<file path="src/logic/dua_pkg.sv">
package dua_pkg;

  // ----------------------------------------------------------------
  // channel count and host address map
  // ----------------------------------------------------------------
  localparam int         NUM_CH    = 2;
  localparam logic [2:0] A_DATA    = 3'h0;  // receive/transmit holding
  localparam logic [2:0] A_IENA    = 3'h1;  // interrupt_enable
  localparam logic [2:0] A_ISTS    = 3'h2;  // interrupt_status / fifo_control
  localparam logic [2:0] A_LCTL    = 3'h3;  // line_control
  localparam logic [2:0] A_MCTL    = 3'h4;  // modem_control
  localparam logic [2:0] A_LSTS    = 3'h5;  // line_status
  localparam logic [2:0] A_MSTS    = 3'h6;  // modem_status
  localparam logic [2:0] A_SCR     = 3'h7;  // scratch_pad
  localparam logic [2:0] A_DIV_LO  = 3'h0;  // divisor_low / revision_code
  localparam logic [2:0] A_DIV_HI  = 3'h1;  // divisor_high / identification_code
  localparam logic [2:0] A_DIV_FR  = 3'h2;  // divisor_fraction
  localparam logic [2:0] A_EFUNC   = 3'h2;  // enhanced_function
  localparam logic [2:0] A_RES1    = 3'h4;  // resume_char_1
  localparam logic [2:0] A_RES2    = 3'h5;  // resume_char_2
  localparam logic [2:0] A_PAU1    = 3'h6;  // pause_char_1
  localparam logic [2:0] A_PAU2    = 3'h7;  // pause_char_2

  // ----------------------------------------------------------------
  // field positions, masks and codes
  // ----------------------------------------------------------------
  localparam logic [7:0] ENH_PAGE  = 8'hbf;
  localparam logic [7:0] DIV_ZERO  = 8'h00;
  localparam int         LC_DIV    = 7;
  localparam int         LC_BRK    = 6;
  localparam int         LC_STOP   = 2;
  localparam int         MC_DTR    = 0;
  localparam int         MC_RTS    = 1;
  localparam int         MC_OP1    = 2;
  localparam int         MC_OP2    = 3;
  localparam int         MC_LOOP   = 4;
  localparam int         EF_ENH    = 4;
  localparam int         FC_EN     = 0;
  localparam int         FC_RXRST  = 1;
  localparam int         FC_TXRST  = 2;
  localparam logic [7:0] DLD_MASK  = 8'h3f;
  localparam logic [3:0] IS_NONE   = 4'h1;
  localparam logic [3:0] IS_LINE   = 4'h6;
  localparam logic [3:0] IS_RXD    = 4'h4;
  localparam logic [3:0] IS_TXE    = 4'h2;
  localparam logic [3:0] IS_MODEM  = 4'h0;
  localparam logic [3:0] WORD_BASE = 4'h5;  // word length code 0 = 5 bits
  localparam logic [3:0] SUB_MID   = 4'h7;  // half of the 16x bit time
  localparam logic [3:0] SUB_LAST  = 4'hf;  // end of the 16x bit time

  // ----------------------------------------------------------------
  // carriers and state types
  // ----------------------------------------------------------------
  typedef struct packed {
    logic       chip_select_a_n;
    logic       chip_select_b_n;
    logic       read_n;
    logic       write_n;
    logic [2:0] addr;
    logic [7:0] wdata;
  } dua_bus_req_t;

  typedef struct packed {
    logic cts_n;
    logic dsr_n;
    logic cd_n;
    logic ri_n;
  } dua_modem_in_t;

  typedef struct packed {
    logic txd;
    logic rts_n;
    logic dtr_n;
  } dua_serial_out_t;

  typedef enum logic [3:0] {
    TX_IDLE  = 4'b0001,
    TX_START = 4'b0010,
    TX_DATA  = 4'b0100,
    TX_STOP  = 4'b1000
  } dua_tx_state_t;

  typedef enum logic [3:0] {
    RX_IDLE  = 4'b0001,
    RX_START = 4'b0010,
    RX_DATA  = 4'b0100,
    RX_STOP  = 4'b1000
  } dua_rx_state_t;

  typedef struct packed {
    logic [7:0]      interrupt_enable, fifo_control, line_control, modem_control, scratch_pad, dll, divisor_high, divisor_fraction, enhanced_function;
    logic [7:0]      res1, res2, pau1, pau2, receive_holding;
    logic            dr, ovr, fra, brk, tick;
    logic [3:0]      mlevel, mdelta;
    logic [15:0]     bcnt;
    dua_tx_state_t   txs;
    logic [7:0]      txsh;
    logic [3:0]      txsub, txbit;
    dua_rx_state_t   rxs;
    logic [7:0]      rxsh;
    logic [3:0]      rxsub, rxbit;
    dua_serial_out_t pins;
  } dua_chan_t;

  localparam dua_chan_t CHAN_RST = '{
    default: '0,
    txs:     TX_IDLE,
    rxs:     RX_IDLE,
    pins:    '{txd: 1'b1, rts_n: 1'b1, dtr_n: 1'b1}
  };

endpackage : dua_pkg

</file>
<file path="src/logic/dua_uart.sv">
`timescale 1ns/1ps
// Summary of operation
// modem_control bit 4 set enters internal loopback, clearing it leaves it
// loopback feeds transmit shifter output into receiver; characters come back
// in loopback txd, rts_n, dtr_n held high; modem input pins ignored
// system keeps receive pin high during loopback to avoid false break
// automatic rts/cts flow control need not run during loopback
// two channels, own register sets, three address bits, chip select per channel
// address 0 with divisor bit clear reads receive_holding, writes transmit_holding
// divisor bit set, not 0xbf: addresses 0 and 1 are divisor_low and divisor_high
// address 2 is divisor_fraction with divisor bit, not 0xbf, enhanced enabled
// divisor zero in divisor page: reads give revision and identification codes
// address 1 with divisor bit clear is interrupt_enable, eight enable bits
// address 2, not 0xbf: read interrupt_status, write fifo_control
// address 3 always line_control: divisor, break, parity, stop, word length
// not 0xbf: address 5 reads line_status, address 6 reads modem_status
// line_control 0xbf opens enhanced_function and four flow characters
// enhanced bits writable and effective only with enhanced_function bit 4
// modem_control bits: dtr, rts, ir invert, int enable, loop, any, ir, prescale
// address 7 is a side-effect-free scratch_pad outside the enhanced page
// in loopback rts, dtr, aux one, aux two drive cts, dsr, ri, cd status
module dua_uart #(
  parameter int         BUF_DEPTH = 2,
  parameter logic [7:0] REV_CODE  = 8'h01,  // arbitrary value
  parameter logic [7:0] ID_CODE   = 8'h5a   // arbitrary value
) (
  input  wire logic                           mclk,
  input  wire logic                           rst_n,
  input  dua_pkg::dua_bus_req_t               host_req,
  output logic [7:0]                          host_rdata,
  input  wire logic [1:0]                     rx_pin,
  input  dua_pkg::dua_modem_in_t [1:0]        modem_in,
  output dua_pkg::dua_serial_out_t [1:0]      serial_out,
  output logic [1:0]                          tx_space
);
  import dua_pkg::*;

  localparam int PW = (BUF_DEPTH > 1) ? $clog2(BUF_DEPTH) : 1;

  // the buffer pointers wrap by overflow, so depth must be a power of two
  if (BUF_DEPTH < 2 || (BUF_DEPTH & (BUF_DEPTH - 1)) != 0) begin : g_bad_depth
    $error("BUF_DEPTH must be a power of two, at least 2");
  end

  // ----------------------------------------------------------------
  // host strobes and read data
  // ----------------------------------------------------------------
  logic       prev_rd_n;
  logic       prev_wr_n;
  logic       next_prev_rd_n;
  logic       next_prev_wr_n;
  logic [7:0] next_rdata;
  logic [1:0] sel;
  logic [1:0] rd_go;
  logic [1:0] wr_go;
  logic [7:0] ch_rdata [NUM_CH];

  // act once per strobe, on its falling edge, so held strobes cause no repeats
  assign sel   = ~{host_req.chip_select_b_n, host_req.chip_select_a_n};
  assign rd_go = sel & {2{!host_req.read_n && prev_rd_n}};
  assign wr_go = sel & {2{!host_req.write_n && prev_wr_n}};

  // channel a wins the read bus if both selects are low
  always_comb begin
    next_prev_rd_n = host_req.read_n;
    next_prev_wr_n = host_req.write_n;
    next_rdata     = host_rdata;
    if (rd_go[0]) begin
      next_rdata = ch_rdata[0];
    end else if (rd_go[1]) begin
      next_rdata = ch_rdata[1];
    end
  end

  always_ff @(posedge mclk) begin
    if (!rst_n) begin
      prev_rd_n  <= 1'b1;
      prev_wr_n  <= 1'b1;
      host_rdata <= 8'h00;
    end else begin
      prev_rd_n  <= next_prev_rd_n;
      prev_wr_n  <= next_prev_wr_n;
      host_rdata <= next_rdata;
    end
  end

  // ----------------------------------------------------------------
  // per-channel register set, buffer and serial engines
  // ----------------------------------------------------------------
  for (genvar ch = 0; ch < NUM_CH; ch++) begin : g_ch
    dua_chan_t     r;
    dua_chan_t     next_r;
    logic [7:0]    buf_mem [BUF_DEPTH];
    logic [PW-1:0] wp, rp, next_wp, next_rp;
    logic [PW:0]   cnt, next_cnt;
    logic          space, next_space;
    logic          push, pop, flush;
    logic          bvalid, bempty;
    logic          lb, enh, bf, dlab, idc, line_tx, rxin, rd, wr;
    logic [3:0]    lvl, nb, isrc;
    logic [7:0]    rv, wd;
    logic [2:0]    a;
    logic [15:0]   div;

    assign a       = host_req.addr;
    assign wd      = host_req.wdata;
    assign rd      = rd_go[ch];
    assign wr      = wr_go[ch];
    assign lb      = r.modem_control[MC_LOOP];
    assign enh     = r.enhanced_function[EF_ENH];
    assign bf      = (r.line_control == ENH_PAGE);
    assign dlab    = r.line_control[LC_DIV] && !bf;
    assign idc     = dlab && (r.dll == DIV_ZERO) && (r.divisor_high == DIV_ZERO);
    assign nb      = WORD_BASE + {2'b00, r.line_control[1:0]};
    assign div     = {r.divisor_high, r.dll};
    assign bvalid  = (cnt != '0);
    assign bempty  = !bvalid;
    assign line_tx = r.line_control[LC_BRK] ? 1'b0 :
                     (r.txs == TX_START) ? 1'b0 :
                     (r.txs == TX_DATA) ? r.txsh[0] : 1'b1;
    // receiver listens to its own transmitter in loopback
    assign rxin    = lb ? line_tx : rx_pin[ch];
    // status bits are cd, ri, dsr, cts; active high inside
    assign lvl     = lb ? {r.modem_control[MC_OP2], r.modem_control[MC_OP1],
                           r.modem_control[MC_DTR], r.modem_control[MC_RTS]} :
                          ~{modem_in[ch].cd_n, modem_in[ch].ri_n,
                            modem_in[ch].dsr_n, modem_in[ch].cts_n};
    assign ch_rdata[ch] = rv;

    // ---------------- read multiplexer and interrupt source code
    always_comb begin
      isrc = IS_NONE;
      if (r.interrupt_enable[2] && (r.ovr || r.fra || r.brk)) begin
        isrc = IS_LINE;
      end else if (r.interrupt_enable[0] && r.dr) begin
        isrc = IS_RXD;
      end else if (r.interrupt_enable[1] && bempty) begin
        isrc = IS_TXE;
      end else if (r.interrupt_enable[3] && (r.mdelta != 4'h0)) begin
        isrc = IS_MODEM;
      end
      rv = 8'h00;
      if (a == A_LCTL) begin
        rv = r.line_control;
      end else if (bf) begin
        if (a == A_EFUNC) begin
          rv = r.enhanced_function;
        end else if (a == A_RES1) begin
          rv = r.res1;
        end else if (a == A_RES2) begin
          rv = r.res2;
        end else if (a == A_PAU1) begin
          rv = r.pau1;
        end else if (a == A_PAU2) begin
          rv = r.pau2;
        end
      end else if (idc && a == A_DIV_LO) begin
        rv = REV_CODE;
      end else if (idc && a == A_DIV_HI) begin
        rv = ID_CODE;
      end else if (dlab && a == A_DIV_LO) begin
        rv = r.dll;
      end else if (dlab && a == A_DIV_HI) begin
        rv = r.divisor_high;
      end else if (dlab && enh && a == A_DIV_FR) begin
        rv = r.divisor_fraction & DLD_MASK;
      end else if (a == A_DATA) begin
        rv = r.receive_holding;
      end else if (a == A_IENA) begin
        rv = enh ? r.interrupt_enable : {4'h0, r.interrupt_enable[3:0]};
      end else if (a == A_ISTS) begin
        rv = {{2{r.fifo_control[FC_EN]}}, 2'b00, isrc};
      end else if (a == A_MCTL) begin
        rv = enh ? r.modem_control : {3'b000, r.modem_control[4:0]};
      end else if (a == A_LSTS) begin
        rv = {r.fifo_control[FC_EN] && (r.fra || r.brk), bempty && (r.txs == TX_IDLE),
              bempty, r.brk, r.fra, 1'b0, r.ovr, r.dr};
      end else if (a == A_MSTS) begin
        rv = {r.mlevel, r.mdelta};
      end else begin
        rv = r.scratch_pad;
      end
    end

    // ---------------- registers, baud tick, transmitter and receiver
    always_comb begin
      next_r = r;
      push   = 1'b0;
      flush  = 1'b0;
      pop    = 1'b0;

      // host writes; line_control is reachable on every page
      if (wr) begin
        if (a == A_LCTL) begin
          next_r.line_control = wd;
        end else if (bf) begin
          if (a == A_EFUNC) begin
            next_r.enhanced_function = wd;
          end else if (a == A_RES1) begin
            next_r.res1 = wd;
          end else if (a == A_RES2) begin
            next_r.res2 = wd;
          end else if (a == A_PAU1) begin
            next_r.pau1 = wd;
          end else if (a == A_PAU2) begin
            next_r.pau2 = wd;
          end
        end else if (dlab && a == A_DIV_LO) begin
          next_r.dll = wd;
        end else if (dlab && a == A_DIV_HI) begin
          next_r.divisor_high = wd;
        end else if (dlab && enh && a == A_DIV_FR) begin
          next_r.divisor_fraction = wd & DLD_MASK;
        end else if (a == A_DATA) begin
          push = 1'b1;
        end else if (a == A_IENA) begin
          next_r.interrupt_enable[3:0] = wd[3:0];
          if (enh) begin
            next_r.interrupt_enable[7:4] = wd[7:4];
          end
        end else if (a == A_ISTS) begin
          next_r.fifo_control[7:6]   = wd[7:6];
          next_r.fifo_control[3]     = wd[3];
          next_r.fifo_control[FC_EN] = wd[FC_EN];
          if (enh) begin
            next_r.fifo_control[5:4] = wd[5:4];
          end
          flush = wd[FC_TXRST];
          if (wd[FC_RXRST]) begin
            next_r.dr  = 1'b0;
            next_r.rxs = RX_IDLE;
          end
        end else if (a == A_MCTL) begin
          next_r.modem_control[4:0] = wd[4:0];
          if (enh) begin
            next_r.modem_control[7:5] = wd[7:5];
          end
        end else if (a == A_SCR) begin
          next_r.scratch_pad = wd;
        end
      end

      // read side effects: clears first, so later sets win
      if (rd && !bf && !dlab && a == A_DATA) begin
        next_r.dr = 1'b0;
      end
      if (rd && !bf && a == A_LSTS) begin
        next_r.ovr = 1'b0;
        next_r.fra = 1'b0;
        next_r.brk = 1'b0;
      end
      if (rd && !bf && a == A_MSTS) begin
        next_r.mdelta = 4'h0;
      end

      // modem inputs: any level change sets its delta flag
      next_r.mlevel = lvl;
      next_r.mdelta = next_r.mdelta | (lvl ^ r.mlevel);

      // 16x tick; a zero divisor stops the engines
      next_r.tick = 1'b0;
      if (div != 16'h0000) begin
        if (r.bcnt >= div - 16'h0001) begin
          next_r.bcnt = 16'h0000;
          next_r.tick = 1'b1;
        end else begin
          next_r.bcnt = r.bcnt + 16'h0001;
        end
      end

      // transmitter: the bit time ends when the 16x count wraps
      if (r.tick) begin
        next_r.txsub = r.txsub + 4'h1;
      end
      case (r.txs)
        TX_IDLE: begin
          next_r.txsub = 4'h0;
          next_r.txbit = 4'h0;
          if (bvalid && !flush) begin
            pop         = 1'b1;
            next_r.txsh = buf_mem[rp];
            next_r.txs  = TX_START;
          end
        end
        TX_START: begin
          if (r.tick && r.txsub == SUB_LAST) begin
            next_r.txs = TX_DATA;
          end
        end
        TX_DATA: begin
          if (r.tick && r.txsub == SUB_LAST) begin
            next_r.txsh  = {1'b0, r.txsh[7:1]};
            next_r.txbit = r.txbit + 4'h1;
            if (r.txbit == nb - 4'h1) begin
              next_r.txbit = 4'h0;
              next_r.txs   = TX_STOP;
            end
          end
        end
        TX_STOP: begin
          if (r.tick && r.txsub == SUB_LAST) begin
            next_r.txbit = 4'h1;
            if (!r.line_control[LC_STOP] || r.txbit != 4'h0) begin
              next_r.txs = TX_IDLE;
            end
          end
        end
        default: begin
          next_r.txs = TX_IDLE;
        end
      endcase

      // receiver: start bit checked at mid-bit, data sampled a bit later
      if (r.tick) begin
        next_r.rxsub = r.rxsub + 4'h1;
      end
      case (r.rxs)
        RX_IDLE: begin
          next_r.rxsub = 4'h0;
          next_r.rxbit = 4'h0;
          if (r.tick && !rxin) begin
            next_r.rxs = RX_START;
          end
        end
        RX_START: begin
          if (r.tick && r.rxsub == SUB_MID) begin
            next_r.rxsub = 4'h0;
            next_r.rxs   = rxin ? RX_IDLE : RX_DATA;
          end
        end
        RX_DATA: begin
          if (r.tick && r.rxsub == SUB_LAST) begin
            next_r.rxsh  = {rxin, r.rxsh[7:1]};
            next_r.rxbit = r.rxbit + 4'h1;
            if (r.rxbit == nb - 4'h1) begin
              next_r.rxs = RX_STOP;
            end
          end
        end
        RX_STOP: begin
          if (r.tick && r.rxsub == SUB_LAST) begin
            next_r.rxs = RX_IDLE;
            // a full holding register is kept; the newcomer is lost
            if (next_r.dr) begin
              next_r.ovr = 1'b1;
            end else begin
              next_r.receive_holding = r.rxsh >> (4'h8 - nb);
              next_r.dr  = 1'b1;
            end
            next_r.fra = next_r.fra | !rxin;
            next_r.brk = next_r.brk | (!rxin && r.rxsh == 8'h00);
          end
        end
        default: begin
          next_r.rxs = RX_IDLE;
        end
      endcase

      // pins: loopback parks every output at its idle level
      next_r.pins.txd   = lb ? 1'b1 : line_tx;
      next_r.pins.rts_n = lb ? 1'b1 : !r.modem_control[MC_RTS];
      next_r.pins.dtr_n = lb ? 1'b1 : !r.modem_control[MC_DTR];
    end

    always_ff @(posedge mclk) begin
      if (!rst_n) begin
        r <= CHAN_RST;
      end else begin
        r <= next_r;
      end
    end

    // ---------------- two-entry transmit buffer
    // a write into a full buffer is refused; tx_space tells the host why
    always_comb begin
      next_wp    = wp;
      next_rp    = rp;
      next_cnt   = cnt;
      if (flush) begin
        next_wp  = '0;
        next_rp  = '0;
        next_cnt = '0;
      end else begin
        if (push && space) begin
          next_wp = wp + 1'b1;
        end
        if (pop) begin
          next_rp = rp + 1'b1;
        end
        next_cnt = cnt + {{PW{1'b0}}, push && space} - {{PW{1'b0}}, pop};
      end
      next_space = (next_cnt != BUF_DEPTH[PW:0]);
    end

    always_ff @(posedge mclk) begin
      if (!rst_n) begin
        wp    <= '0;
        rp    <= '0;
        cnt   <= '0;
        space <= 1'b1;
      end else begin
        wp    <= next_wp;
        rp    <= next_rp;
        cnt   <= next_cnt;
        space <= next_space;
      end
    end

    // buffer storage needs no reset; only entries counted in cnt are read
    always_ff @(posedge mclk) begin
      if (push && space && !flush) begin
        buf_mem[wp] <= wd;
      end
    end

    assign serial_out[ch] = r.pins;
    assign tx_space[ch]   = space;
  end

endmodule : dua_uart

</file>
<file path="config.mk">
export PLATFORM = sky130hd
export DESIGN_NAME = dua_uart
export DESIGN_NICKNAME = d
export VERILOG_FILES = /design/src/logic/dua_pkg.sv /design/src/logic/dua_uart.sv
export SDC_FILE = /design/constraint.sdc
export NUM_CORES = 1
export LEC_CHECK = 0
export BUFFER_PORTS_ARGS = -buffer_cell sky130_fd_sc_hd__clkbuf_2
export CAP_MARGIN = 20
export CORE_ASPECT_RATIO = 0.5
export CORE_MARGIN = 1
export CORE_UTILIZATION = 60
export CTS_BUF_LIST = sky130_fd_sc_hd__clkbuf_16
export CTS_CLUSTER_SIZE = 12
export DETAILED_ROUTE_END_ITERATION = 6
export PLACE_DENSITY = 0.77
export SLEW_MARGIN = 20
export SYNTH_ARGS = -nofsm -noshare
export SYNTH_HDL_FRONTEND = slang
export SYNTH_SLANG_ARGS = --single-unit
</file>
<file path="constraint.sdc">
create_clock -name mclk -period 4.3 [get_ports mclk]
set_input_delay 0.86 -clock mclk [delete_from_list [all_inputs] [get_ports mclk]]
set_output_delay 0.86 -clock mclk [all_outputs]
set_load 0.01 [all_outputs]
</file>
==> results.cfg <==
[outcome]
status = complete, no violations

[floorplan]
die_area_sq_um = 35870
floorplan.die.height_um = 134.4
boundaryPins = 43
initial_utilization = 0.6104
num_rows = 48
fp.coreArea_sq_um = 34470
chipWidth_um = 266.8

[yosys]
synth_async_sr_flop_share = 0
yosysWarnings = 0
seq_area_frac_synth = 0.3996
synth_fp_nets = 2444
synth_top_flop_cell = dfxtp_1
synth_enable_flop_cells = 32
synthesized_instance_count = 2362
synth-seq-cells = 404
count_of_unique_library_cells_instantiated_by_yosys = 86
syn-cell-area_sq_um = 21040
syn-mean-instance-area_sq_um = 8.908

[power_and_ir_drop]
power.density_nw_per_um2 = 370.2
combinationalPowerShare = 0.136
power_frac_seq = 0.486
internal_power_mw = 6.060
clock_power_share = 0.378
power.leakage_nw = 8.371
net-switching-power_mw = 2.337
vdd_ir_drop_max_v = 0.0002672
power.share.switching = 0.2783

[finish]
area_of_the_multi_input_gates_sq_um = 11850
antenna_cells_inserted = 0
area.growth.synth_to_final_pct = 7.808
final_net_count = 2422
design_area_sq_um = 22680
post-route-util = 0.6580
num-fill-cells = 2892
drive_gt1_frac = 0.09006
regArea_sq_um = 8408

[placed_design]
placement.cell_area_sq_um = 21580
placement.setup.worst_slack_ps = 632.9
weighted_congestion_at_the_end_of_routability_driven_global_placement = 1.056
dp_hpwl_um = 41180
port_buffers = 42

[routing]
post-route-drc-count = 0
wirelength_met1_um = 26770
drt_iter0_markers = 2096
wl_met2_um = 24920
dr.max_layer_used = met4
drt-vias-per-instance = 6.250
drt_first_pass_iters = 6
num_vias = 17680
wl_met3_um = 7077
drtAntennaViolNets = 0
wl_um = 60330
drt-wirelength-per-cell_um = 21.33

[critical_path]
worst_path_bufs_invs = 1
worst_setup_path_end_kind = flop
worst_path_max_delay_cell = or4_1
cp_max_fo = 16
worst-path-stages = 12
timing.critical_path.cells = or4_1 -> nor3_1 -> nand2_1 -> or4_1 -> xor2_1 -> ha_1 -> nand4_1 -> nor4_1 -> a21oi_1 -> o21ai_1 -> buf_4 -> nor2_1
worstPathArrival_ps = 3950
cp-startpoint = g_ch[0].div[2]
crit_family = simple AND/OR/NAND/NOR gates
data_required_time_of_the_worst_path_ps = 4730
r2r_cells = 12
crit_path_start_kind = flop
rr_startpoint = g_ch[0].div[2]
cp_max_stage_delay_ps = 600
cell_occurring_most_often_along_the_worst_timing_path = or4_1
crit_type = reg2reg

[clock_network]
postCtsSetupBuffers = 0
cts.clk_slew.worst_paths_ps = 70
cts-root-buf = clkbuf_16
holdBufCountCts = 0
max-clock-path-buffers = 3
post_cts.resized_instances = 0
clock_latency_of_the_later_clocked_register_in_the_worst_skew_pair_ps = 560
cts-buffers-inserted = 40
tritoncts = built
clock-sinks = 404
htreeDepth = 2

[grt]
grt_pass1_vias = 16080
pin_count_of_the_biggest_net_entering_global_routing = 83
track_usage = 0.3325
antenna_found_initial = 0
first_pass_grt_wire_length_um = 92740
grt_overflow = 0

[sta]
timing.max_slew.rel_slack = 0.2672
fin_hold_ws_ps = 407.5
tns_ps = 0
max_freq_mhz = 284.1
fin_crit_ps = 3520
hold_viol_final = 0
setup_viol = 0
fin_worst_skew_ps = 24.41
report.final.slew_viol_count = 0
final_critical_path_share_of_the_clock_period = 0.8186
rsz_0062_raised_after_global_routing = false
finalWorstSetupSlack_ps = 780.0
timing_worst_slew_pin_value_ps = 1099

[worst_hold_path]
min_from = g_ch[1].r[153]
whs_path_depth = 1
worst_hold_path_type = reg2reg

[job]
timing.max_cap.violations = 0
-- cell usage in the layout, fill, tap and decap left out, types with 14 or more instances in the layout --
cell       instances
a211oi_1          20
a21boi_0          89
a21o_1            16
a21oi_1           93
a221oi_1          14
and2_1            18
and3_1            17
buf_4             50
clkbuf_16         41
clkbuf_2          40
dfxtp_1          372
edfxtp_1          32
ha_1              55
inv_1             50
mux2i_1          178
mux4_2            23
nand2_1          250
nand2b_1          26
nand3_1           88
nand4_1           26
nor2_1           178
nor2b_1          176
nor3_1            35
nor4_1            22
o21ai_0          104
o22ai_1           17
or2_2             14
xnor2_1           40
xor2_1            60
-- synth_stat cells (18+ instances only) --
library cell / instances / area share
a211oi_1: 20 / 0.0071
a21boi_0: 89 / 0.032
a21oi_1: 94 / 0.022
and2_1: 18 / 0.0054
buf_2: 20 / 0.0048
clkbuf_1: 110 / 0.020
dfxtp_1: 372 / 0.35
edfxtp_1: 32 / 0.046
ha_1: 55 / 0.033
inv_1: 39 / 0.0070
mux2i_1: 178 / 0.085
mux4_2: 23 / 0.025
nand2_1: 250 / 0.045
nand2b_1: 26 / 0.0077
nand3_1: 88 / 0.021
nand4_1: 26 / 0.0077
nor2_1: 179 / 0.032
nor2b_1: 176 / 0.052
nor3_1: 35 / 0.0083
nor4_1: 22 / 0.0065
o21ai_0: 104 / 0.025
xnor2_1: 40 / 0.017
xor2_1: 60 / 0.025
-- metal layers --
metal  track usage  up-vias
met5             0        -
met4        0.1006        0
met3       0.09547      120
met2        0.4750      873
met1        0.4819     8374
li1              -     8314
-- final timing paths --
path	endpoint	slack (ps)
setup / recovery	g_ch[0].r[50]	780
hold / removal	serial_out[4]	410
setup reg to reg	g_ch[0].r[50]	780
hold reg to reg	serial_out[4]	410
-- worst reg2reg max path: cells and delay by family, from the launching register on --
kind / cells / cell delay, ps
buffers and inverters: 1 / 230
xor gates and xnor gates: 1 / 160
DFF: 1 / 400
adders and majority gates: 1 / 300
and+or+nand+nor: 7 / 2040
AOI/OAI and AO/OA: 2 / 270
-- stage by stage --
step | power (mW) | std cells
4_1_cts | 8.384 | 2829
6_report | 8.397 | 2829
3_3_place_gp | 5.239 | 2773
5_1_grt | 8.682 | 2829
2_1_floorplan | 4.911 | 2362
3_5_place_dp | 5.255 | 2773
-- area by class of cell --
class                   instances  area share
multi-input cells            1763      0.5222
flip-flops and latches        404      0.3707
clock buffers                  41     0.04523
well taps                     475     0.02620
repair buffers                 91     0.02587
inverters                      40    0.006619
clock inverters                15    0.003199
-- power by group through the flow --
stage	combinational (mW)	sequential [mW]	clock, mW
2_1_floorplan	0.843	4.07	0
3_3_place_gp	1.08	4.16	0
3_5_place_dp	1.09	4.16	0
4_1_cts	1.10	4.08	3.20
5_1_grt	1.23	4.10	3.35
6_report	1.14	4.08	3.17
-- flip-flops by register name, summed over array words and instances (netlist names), named ones only --
signal,count
g_ch.buf_mem,32
g_ch.cnt,4
g_ch.div,32
g_ch.enh,2
g_ch.lb,2
g_ch.r,308
g_ch.rp,2
g_ch.space,2
g_ch.wp,2
host_rdata,8
prev_rd_n,1
prev_wr_n,1
serial_out,6
-- cell families (layout without fill, tap and decap cells) --
group	after synthesis	count (layout)	share of synthesized area
flops	404	404	0.3996
mux	206	206	0.1120
fa+ha+maj	55	55	0.03271
xor+xnor	100	100	0.04162
buf+inv	195	187	0.03794
simple gates	926	926	0.2255
compound gates	476	476	0.1506
No activity file was read; power rests on OpenSTA's default activity.
